**src/shared/lmc_pkg.sv**
```systemverilog
package lmc_pkg;
   // status longword field positions
   localparam int PSL_C = 0;
   localparam int PSL_V = 1;
   localparam int PSL_Z = 2;
   localparam int PSL_N = 3;
   localparam int PSL_T = 4;
   localparam int PSL_IV = 5;
   localparam int PSL_FU = 6;
   localparam int PSL_DV = 7;
   localparam int PSL_IPL_LO = 16;
   localparam int PSL_IPL_HI = 20;
   localparam int PSL_PRV_LO = 22;
   localparam int PSL_PRV_HI = 23;
   localparam int PSL_CUR_LO = 24;
   localparam int PSL_CUR_HI = 25;
   localparam int PSL_IS = 26;
   localparam int PSL_FPD = 27;
   localparam int PSL_TP = 30;
   localparam int PSL_CM = 31;
   // legacy status word: low bits kept, upper bits ignored or checked
   localparam int PSW_KEEP_HI = 4;
   localparam int PSW_UPPER_LO = 5;
   localparam int PSW_UPPER_HI = 15;
   localparam logic [1:0] LEVEL_USER = 2'h3;
   // compat address space
   localparam int CADDR_W = 16;
   localparam int VADDR_W = 32;
   localparam int PAGE_LO = 9;
   localparam int PAGE_W = 7;
   // exception frame
   localparam logic [1:0] FRAME_LW_COMPAT = 2'h3;
   localparam logic [1:0] FRAME_LW_TRACE = 2'h2;
   localparam int CODE_W = 16;
   // register map, byte addresses
   localparam logic [7:0] REG_STATUS = 8'h00;
   localparam logic [7:0] REG_IRQ_STAT = 8'h04;
   localparam logic [7:0] REG_IRQ_MASK = 8'h08;
   localparam logic [7:0] REG_LAST_CODE = 8'h0C;
   localparam logic [7:0] REG_FAULT_CAUSE = 8'h10;
   localparam int IRQ_W = 4;
   localparam int IRQ_ENTER = 0;
   localparam int IRQ_EXIT = 1;
   localparam int IRQ_RSVD = 2;
   localparam int IRQ_FRAME = 3;
   localparam logic [IRQ_W-1:0] IRQ_MASK_RST = 4'h0;

   typedef enum logic [1:0] {
      LMC_EXC_NATIVE,
      LMC_EXC_COMPAT,
      LMC_EXC_TRACE
   } lmc_exc_kind_t;

   typedef struct packed {
      logic valid;
      logic [31:0] psl;
   } lmc_rei_req_t;

   typedef struct packed {
      logic valid;
      logic fault;
      logic entered;
   } lmc_rei_rsp_t;

   typedef struct packed {
      logic valid;
      lmc_exc_kind_t kind;
      logic needs_backup;
      logic [CODE_W-1:0] code;
      logic [31:0] pc;
   } lmc_exc_req_t;

   typedef struct packed {
      logic valid;
      logic [31:0] data;
   } lmc_push_t;
endpackage : lmc_pkg

```
**src/design/lmc_psl_check.sv**
```systemverilog
`timescale 1ns/100ps
`default_nettype none
module lmc_psl_check (
   input wire logic [31:0] psl_i, // status longword image being restored
   output logic fault_o, // reserved operand fault
   output logic [3:0] cause_o // [0] cur [1] prv [2] upper status word [3] fpd/ipl/is
);
   always_comb begin
      cause_o[0] = psl_i[lmc_pkg::PSL_CUR_HI:lmc_pkg::PSL_CUR_LO] != lmc_pkg::LEVEL_USER;
      cause_o[1] = psl_i[lmc_pkg::PSL_PRV_HI:lmc_pkg::PSL_PRV_LO] != lmc_pkg::LEVEL_USER;
      // covers decimal, float-underflow and integer-overflow enables too
      cause_o[2] = |psl_i[lmc_pkg::PSW_UPPER_HI:lmc_pkg::PSW_UPPER_LO];
      cause_o[3] = psl_i[lmc_pkg::PSL_FPD] | psl_i[lmc_pkg::PSL_IS]
         | (|psl_i[lmc_pkg::PSL_IPL_HI:lmc_pkg::PSL_IPL_LO]);
      fault_o = |cause_o;
   end
endmodule : lmc_psl_check
`default_nettype wire

```
**src/design/lmc_frame_push.sv**
```systemverilog
`timescale 1ns/100ps
`default_nettype none
module lmc_frame_push (
   input wire logic sys_clk_i, // core clock
   input wire logic rstn_i, // sync reset, active low
   input wire logic start_i, // begin a frame
   input wire logic [1:0] count_i, // longwords in frame
   input wire logic [31:0] psl_i, // stacked status longword
   input wire logic [31:0] pc_i, // stacked program counter
   input wire logic [31:0] info_i, // exception-specific longword
   input wire logic push_ready_i, // stack writer takes a word
   output lmc_pkg::lmc_push_t push_o, // word to push
   output logic busy_o // frame in progress
);
   typedef enum logic {FP_IDLE, FP_PUSH} lmc_fp_state_t;
   lmc_fp_state_t state, next_state;
   logic [1:0] idx, next_idx;
   logic [1:0] cnt, next_cnt;
   logic [31:0] words [3];
   logic [31:0] next_words [3];

   always_comb begin
      next_state = state;
      next_idx = idx;
      next_cnt = cnt;
      next_words = words;
      case (state)
         FP_IDLE: begin
            if (start_i) begin
               next_state = FP_PUSH;
               next_idx = 2'h0;
               next_cnt = count_i;
               next_words[0] = psl_i;
               next_words[1] = pc_i;
               next_words[2] = info_i;
            end
         end
         FP_PUSH: begin
            if (push_ready_i) begin
               next_idx = idx + 2'h1;
               if (idx + 2'h1 == cnt) begin
                  // park the index on a real entry so idle data never reads past the store
                  next_state = FP_IDLE;
                  next_idx = 2'h0;
               end
            end
         end
         default: next_state = FP_IDLE;
      endcase
   end

   always_ff @(posedge sys_clk_i) begin
      if (!rstn_i) begin
         state <= FP_IDLE;
         idx <= 2'h0;
         cnt <= 2'h0;
         words <= '{32'h0, 32'h0, 32'h0};
      end else begin
         state <= next_state;
         idx <= next_idx;
         cnt <= next_cnt;
         words <= next_words;
      end
   end

   always_comb begin
      push_o.valid = state == FP_PUSH;
      push_o.data = words[idx];
      busy_o = state == FP_PUSH;
   end
endmodule : lmc_frame_push
`default_nettype wire

```
**src/design/lmc_mode_ctrl.sv**
```systemverilog
// What this block does
// - Return-from-exception with the popped mode flag set enters compatibility mode.
// - Entry needs current and previous access levels both equal to 3, else fault.
// - Entry faults if overflow, underflow, part-done, priority or stack-flag fields nonzero.
// - Condition codes, trace and trace-pending keep native meaning in compat mode.
// - Any exception or interrupt taken leaves compatibility mode for native mode.
// - Saved status longword on exit holds the values the entry check demands.
// - Legacy return-from-interrupt or trap ignores upper 11 bits of popped status word.
// - Restoring status word into the longword on entry needs upper bits zero.
// - Compat addresses are 16-bit, confined to lowest 64 Kbytes of process space.
// - A compat address maps to the identical native virtual address.
// - Compat addresses use the normal translation and protection path.
// - Protection granularity is the 512-byte page, 128 pages in compat space.
// - Partial side effects of the interrupted instruction are undone before exit.
// - Compat-specific exceptions push status longword, program counter, info longword.
// - Info longword carries exception code in bits 15..0, zeros in 31..16.
// - Compat-specific exceptions are faults or aborts, never traps.
// - Compat trace fault pushes two longwords, priority and stack flag zero, mode one.
//
// Chosen here: the placing of the registers and the Wishbone register port.
`timescale 1ns/100ps
`default_nettype none
module lmc_mode_ctrl (
   input wire logic sys_clk_i, // core clock, 200 MHz
   input wire logic rstn_i, // sync reset, active low
   // wishbone classic slave
   input wire logic wb_cyc_i, // bus cycle
   input wire logic wb_stb_i, // strobe
   input wire logic wb_we_i, // write
   input wire logic [7:0] wb_adr_i, // byte address
   input wire logic [3:0] wb_sel_i, // byte enables
   input wire logic [31:0] wb_dat_i, // write data
   output logic [31:0] wb_dat_o, // read data
   output logic wb_ack_o, // acknowledge
   output logic irq_o, // level interrupt
   // core side
   input wire lmc_pkg::lmc_rei_req_t rei_i, // return-from-exception executing
   output lmc_pkg::lmc_rei_rsp_t rei_o, // outcome, one cycle later
   input wire logic lret_valid_i, // legacy return from interrupt/trap
   input wire logic [15:0] lret_psw_i, // popped legacy status word
   input wire logic cc_valid_i, // condition code update from execution
   input wire logic [3:0] cc_i, // new N Z V C
   input wire lmc_pkg::lmc_exc_req_t exc_i, // exception or interrupt taken
   output logic exc_ready_o, // exception accepted
   input wire logic [31:0] inst_pc_i, // pc of current instruction start
   output logic backup_o, // undo partial side effects, pulse
   output lmc_pkg::lmc_push_t push_o, // kernel stack push
   input wire logic push_ready_i, // push accepted
   output logic legacy_mode_flag_o, // in compatibility mode
   output logic [31:0] status_longword_o, // current status longword image
   input wire logic caddr_valid_i, // compat address valid
   input wire logic [15:0] caddr_i, // compat byte address
   output logic vaddr_valid_o, // translated request valid
   output logic [31:0] vaddr_o, // native virtual address
   output logic [6:0] vpage_o // page index inside compat space
);
   logic mode, next_mode;
   logic [3:0] cc, next_cc;
   logic trace, next_trace;
   logic tp, next_tp;
   logic [15:0] last_code, next_last_code;
   logic [3:0] fault_cause, next_fault_cause;
   lmc_pkg::lmc_rei_rsp_t rei_rsp, next_rei_rsp;
   logic backup, next_backup;
   logic [lmc_pkg::IRQ_W-1:0] irq_stat, next_irq_stat;
   logic [lmc_pkg::IRQ_W-1:0] irq_mask, next_irq_mask;
   logic ack, next_ack;
   logic [31:0] rdata, next_rdata;
   logic va_valid, next_va_valid;
   logic [31:0] va, next_va;
   logic [6:0] vpage, next_vpage;
   logic chk_fault;
   logic [3:0] chk_cause;
   logic fp_busy;
   logic fp_start;
   logic [1:0] fp_count;
   logic [31:0] saved_psl;
   logic [31:0] info;
   logic [31:0] cur_psl;
   logic exc_take;
   logic rei_enter;
   logic rei_fault;
   logic wb_req;
   logic [lmc_pkg::IRQ_W-1:0] ev;

   lmc_psl_check u_check (
      .psl_i(rei_i.psl),
      .fault_o(chk_fault),
      .cause_o(chk_cause)
   );

   // status longword while in compat mode: checked fields at their entry values
   always_comb begin
      cur_psl = 32'h0;
      cur_psl[lmc_pkg::PSL_CM] = mode;
      cur_psl[lmc_pkg::PSL_TP] = tp;
      cur_psl[lmc_pkg::PSL_CUR_HI:lmc_pkg::PSL_CUR_LO] = lmc_pkg::LEVEL_USER;
      cur_psl[lmc_pkg::PSL_PRV_HI:lmc_pkg::PSL_PRV_LO] = lmc_pkg::LEVEL_USER;
      cur_psl[lmc_pkg::PSL_T] = trace;
      cur_psl[lmc_pkg::PSL_N:lmc_pkg::PSL_C] = cc;
      // priority, stack flag, part-done and enables stay zero
      saved_psl = cur_psl;
      saved_psl[lmc_pkg::PSL_CM] = 1'b1;
      info = {16'h0000, exc_i.code};
   end

   // a native-mode exception is the native sequencer's business, but exc_ready_o stalls every exception while a frame is pushing
   assign exc_take = exc_i.valid && mode && !fp_busy;
   assign exc_ready_o = !fp_busy;
   assign rei_enter = rei_i.valid && !exc_take && rei_i.psl[lmc_pkg::PSL_CM] && !chk_fault;
   assign rei_fault = rei_i.valid && !exc_take && rei_i.psl[lmc_pkg::PSL_CM] && chk_fault;

   always_comb begin
      next_mode = mode;
      next_cc = cc;
      next_trace = trace;
      next_tp = tp;
      next_last_code = last_code;
      next_fault_cause = fault_cause;
      next_backup = 1'b0;
      fp_start = 1'b0;
      fp_count = lmc_pkg::FRAME_LW_COMPAT;
      next_rei_rsp = '0;
      ev = '0;
      if (exc_take) begin
         next_mode = 1'b0;
         next_backup = exc_i.needs_backup;
         ev[lmc_pkg::IRQ_EXIT] = 1'b1;
         case (exc_i.kind)
            lmc_pkg::LMC_EXC_COMPAT: begin
               fp_start = 1'b1;
               fp_count = lmc_pkg::FRAME_LW_COMPAT;
               next_last_code = exc_i.code;
               ev[lmc_pkg::IRQ_FRAME] = 1'b1;
            end
            lmc_pkg::LMC_EXC_TRACE: begin
               fp_start = 1'b1;
               fp_count = lmc_pkg::FRAME_LW_TRACE;
               ev[lmc_pkg::IRQ_FRAME] = 1'b1;
            end
            default: fp_start = 1'b0;
         endcase
      end else if (rei_i.valid) begin
         next_rei_rsp.valid = 1'b1;
         if (rei_enter) begin
            next_mode = 1'b1;
            next_cc = rei_i.psl[lmc_pkg::PSL_N:lmc_pkg::PSL_C];
            next_trace = rei_i.psl[lmc_pkg::PSL_T];
            next_tp = rei_i.psl[lmc_pkg::PSL_TP];
            next_rei_rsp.entered = 1'b1;
            ev[lmc_pkg::IRQ_ENTER] = 1'b1;
         end else if (rei_fault) begin
            next_rei_rsp.fault = 1'b1;
            next_fault_cause = chk_cause;
            ev[lmc_pkg::IRQ_RSVD] = 1'b1;
         end
      end else if (mode && lret_valid_i) begin
         next_cc = lret_psw_i[lmc_pkg::PSL_N:lmc_pkg::PSL_C];
         next_trace = lret_psw_i[lmc_pkg::PSW_KEEP_HI];
      end else if (mode && cc_valid_i) begin
         next_cc = cc_i;
      end
   end

   always_ff @(posedge sys_clk_i) begin
      if (!rstn_i) begin
         mode <= 1'b0;
         cc <= 4'h0;
         trace <= 1'b0;
         tp <= 1'b0;
         last_code <= 16'h0000;
         fault_cause <= 4'h0;
         rei_rsp <= '0;
         backup <= 1'b0;
      end else begin
         mode <= next_mode;
         cc <= next_cc;
         trace <= next_trace;
         tp <= next_tp;
         last_code <= next_last_code;
         fault_cause <= next_fault_cause;
         rei_rsp <= next_rei_rsp;
         backup <= next_backup;
      end
   end

   // pc is the instruction start so the exception restarts it as a fault
   lmc_frame_push u_push (
      .sys_clk_i(sys_clk_i),
      .rstn_i(rstn_i),
      .start_i(fp_start),
      .count_i(fp_count),
      .psl_i(saved_psl),
      .pc_i(inst_pc_i),
      .info_i(info),
      .push_ready_i(push_ready_i),
      .push_o(push_o),
      .busy_o(fp_busy)
   );

   // address path: zero-extend, identity map, page index for protection
   always_comb begin
      next_va_valid = caddr_valid_i && mode;
      next_va = {{(lmc_pkg::VADDR_W-lmc_pkg::CADDR_W){1'b0}}, caddr_i};
      next_vpage = caddr_i[lmc_pkg::CADDR_W-1:lmc_pkg::PAGE_LO];
   end

   always_ff @(posedge sys_clk_i) begin
      if (!rstn_i) begin
         va_valid <= 1'b0;
         va <= 32'h0;
         vpage <= 7'h00;
      end else begin
         va_valid <= next_va_valid;
         va <= next_va;
         vpage <= next_vpage;
      end
   end

   // register slave: one wait state, unmapped reads give zero
   assign wb_req = wb_cyc_i && wb_stb_i && !ack;

   always_comb begin
      next_ack = wb_req;
      next_rdata = 32'h0;
      next_irq_mask = irq_mask;
      // hardware set wins over a same-cycle write-one clear
      next_irq_stat = irq_stat | ev;
      if (wb_req && wb_we_i && wb_sel_i[0]) begin
         case (wb_adr_i)
            lmc_pkg::REG_IRQ_STAT: next_irq_stat = (irq_stat & ~wb_dat_i[3:0]) | ev;
            lmc_pkg::REG_IRQ_MASK: next_irq_mask = wb_dat_i[3:0];
            default: next_irq_mask = irq_mask;
         endcase
      end
      if (wb_req && !wb_we_i) begin
         case (wb_adr_i)
            lmc_pkg::REG_STATUS: next_rdata = {24'h0, cc, trace, tp, fp_busy, mode};
            lmc_pkg::REG_IRQ_STAT: next_rdata = {28'h0, irq_stat};
            lmc_pkg::REG_IRQ_MASK: next_rdata = {28'h0, irq_mask};
            lmc_pkg::REG_LAST_CODE: next_rdata = {16'h0, last_code};
            lmc_pkg::REG_FAULT_CAUSE: next_rdata = {28'h0, fault_cause};
            default: next_rdata = 32'h0;
         endcase
      end
   end

   always_ff @(posedge sys_clk_i) begin
      if (!rstn_i) begin
         ack <= 1'b0;
         rdata <= 32'h0;
         irq_stat <= '0;
         irq_mask <= lmc_pkg::IRQ_MASK_RST;
      end else begin
         ack <= next_ack;
         rdata <= next_rdata;
         irq_stat <= next_irq_stat;
         irq_mask <= next_irq_mask;
      end
   end

   assign wb_ack_o = ack;
   assign wb_dat_o = rdata;
   assign irq_o = |(irq_stat & irq_mask);
   assign rei_o = rei_rsp;
   assign backup_o = backup;
   assign legacy_mode_flag_o = mode;
   assign status_longword_o = cur_psl;
   assign vaddr_valid_o = va_valid;
   assign vaddr_o = va;
   assign vpage_o = vpage;
endmodule : lmc_mode_ctrl
`default_nettype wire

```
**config.mk**
```make
export PLATFORM = sky130hd
export DESIGN_NAME = lmc_mode_ctrl
export DESIGN_NICKNAME = d
export VERILOG_FILES = /design/src/shared/lmc_pkg.sv /design/src/design/lmc_psl_check.sv /design/src/design/lmc_frame_push.sv /design/src/design/lmc_mode_ctrl.sv
export SDC_FILE = /design/constraint.sdc
export NUM_CORES = 1
export LEC_CHECK = 0
export BUFFER_PORTS_ARGS = -buffer_cell sky130_fd_sc_hd__clkbuf_2
export CAP_MARGIN = 20
export CORE_AREA = 2 2 137 139
export CTS_CLUSTER_DIAMETER = 60
export DETAILED_ROUTE_END_ITERATION = 10
export DIE_AREA = 0 0 139 141
export PLACE_DENSITY = 0.7
export SYNTH_ARGS = -nofsm -noshare
export SYNTH_HDL_FRONTEND = slang
export SYNTH_SLANG_ARGS = --single-unit
```
**constraint.sdc**
```tcl
create_clock -name sys_clk_i -period 2.35 [get_ports sys_clk_i]
set_input_delay 0.705 -clock sys_clk_i [delete_from_list [all_inputs] [get_ports sys_clk_i]]
set_output_delay 0.705 -clock sys_clk_i [all_outputs]
set_load 0.05 [all_outputs]
```
==> run metrics <==
top cell type's share of synthesized area a little under half; Post-Route WL 16.0 mm; register area share after synthesis 45.2%; core area between 15000 and 20000 µm²; Hold Path Class reg -> reg; met3 wire length 915 µm; hpwl dp 12.3 mm; endpoints failing hold 0; Clock Latency Late Sink between 0.4 and 0.5 ns; Pins Over Slew Limit 0; mean cell area of the mapped netlist 8.22 µm²; Synth area leader dfxtp_1; crit-path max FO 9; starting density of the core around a third; clk root buf clkbuf_16; total track usage 16.2%; Synth area leaders dfxtp_1, nand2_1, buf_4; Mapped Cells 711; Crit Path Category reg -> out; first-pass GRT wire length ~25 mm; Area growth, synth to finish 33.4%; antenna diode count 0; post-synth cell types 51; maximum clock rate 0.440 GHz; first-pass iteration count of the detailed router 5; status completed; Clock Tree Buf Depth 2; Post-CTS Setup Inserts 0; Worst Path Arrival approximately 1.6 ns; Leak Pwr 3.39 nW; Yosys warning count 0; most frequent cells in the layout clkbuf_2, nand2_1, dfxtp_1; Nets 1121; Vert. Die Dim approximately 140 µm; GPL Wtd Cong roughly 0.82; CP startpoint kind flip-flop; wire per inst 13.8 µm; EDFF count, synth 0; # hold bufs at CTS 0; # DRC 0; buffers added on ports between 200 and 250; Tcrit/Tclk final 96.7%; Cell Rows 50; Top Metal Used met4; die width 139 µm; ys async rst share 0%; most common cell after layout, fill and taps aside clkbuf_2; pin count of the biggest net entering global routing just under 50; Num CTS Buffers 17; H-tree depth 4; Place WS 0.146 ns; pwr dens 705 nW/µm²; vias in the first global route between 4000 and 5000; final setup fails 0; clk sink count approximately 130; initial antenna violation count 0; Final WS setup 0.0765 ns; number of max-cap violations 0; share of layout cells above drive strength 1 between 30% and 40%; Worst Skew 0.00593 ns; vias after detailed routing 5247; Final TNS setup 0 ns; VDD IR max 0.519 mV; Die ar. 19600 µm²; DR iter-0 viols 192; post-route antenna net violation count 0; vias per cell roughly 4.5; capturing element type of the critical path output pin; Reg2Reg Setup Slack 0.58 ns; Top FF cell, synth dfxtp_1; Period minus WS final 2.27 ns; CTS tree yes; clk slew on worst S/H paths 0.06 ns; CP Data Required Time 1.64 ns; grt ovf 0; met1 WL roughly 6.8 mm; Yosys reg bits 132; Hold WS roughly 0.45 ns; Ports 351; met2 WL 7.79 mm; Synth Cell Area 5850 µm²; unrepaired setup endpoints after global routing yes
## final cells by class
type	count	area (µm²)
inverters	8	30.0
fillers	1795	10500
flip-flops and latches	132	2640
multi-input cells	514	2750
repair buffers	240	1490
well taps	234	293
clock buffers	20	447
clock inverters	12	155
## synth_stat cells, types with 6 or more instances
library cell	n
inv_1	7
nand2_1	179
clkbuf_1	30
nand2b_1	9
nand3_1	7
dfxtp_1	132
a22oi_1	10
nor3_1	6
and3_1	8
mux2i_1	23
buf_4	68
buf_2	9
a22o_1	11
a21oi_1	81
o21ai_0	11
and2_1	38
nor2_1	19
## worst max-delay path, stage by stage, from the launching register on
cell and delay (ns):
dfxtp_1 0.32, buf_4 0.17, nand2b_1 0.24, a21oi_1 0.17, clkbuf_4 0.24
## where the power goes
group	switching, W	internal, W
clock	0.000991	0.00170
combinational	0.000405	0.000134
sequential	0.0000117	0.00226
total	0.00141	0.00409
## final timing paths
kind	from	endpoint	depth (start not counted)
worst max-delay path	u_push.idx[0]	push_o[24]	4
worst min register to register	u_push.words[48]	u_push.words[48]	2
worst min-delay path	u_push.words[48]	u_push.words[48]	2
worst max register to register	legacy_mode_flag_o	cc[1]	4
## metal layers
metal	vias up	track usage, %
met5	-	0
met4	0	8.13
met3	30	3.67
met2	215	27.2
met1	2347	19.5
li1	2655	-
## what timing repair did
action / CTS / global route
pin swaps: 0 / 0
endpoints found under the setup margin: 19 / 28
resized for setup: 14 / 41
## per-stage QoR
step           power [W]  area (µm²)  util, %  cells
3_3_place_gp     0.00286        7110     38.9   1128
2_1_floorplan    0.00277        6090        -    766
3_5_place_dp     0.00286        7110     38.9   1128
5_1_grt          0.00573        7800     42.7   1160
4_1_cts          0.00557        7750     42.4   1160
6_report         0.00550        7800     42.7   1160
## logic make-up after synthesis
| group | Yosys count | share of synthesized area [%] |
|---|---|---|
| other | 2 | 0.128 |
| adders and majority gates | 2 | 0.428 |
| muxes | 27 | 4.71 |
| xor gates and xnor gates | 1 | 0.150 |
| and+or+nand+nor | 290 | 23.0 |
| DFF | 132 | 45.2 |
| AOI/OAI and AO/OA | 137 | 14.0 |
| buffers and inverters | 120 | 12.4 |
## flip-flops by register name, indices dropped and copies added (netlist names)
signal              count
vaddr_valid_o           1
irq_mask                4
wb_ack_o                1
u_push.cnt              1
trace                   1
rei_o                   3
last_code              16
fault_cause             4
cc                      4
u_push.idx              2
wb_dat_o               16
u_push.busy_o           1
vaddr_o                16
legacy_mode_flag_o      1
irq_stat                4
backup_o                1
u_push.words           55
tp                      1
Power figures use the tool's default switching activity.
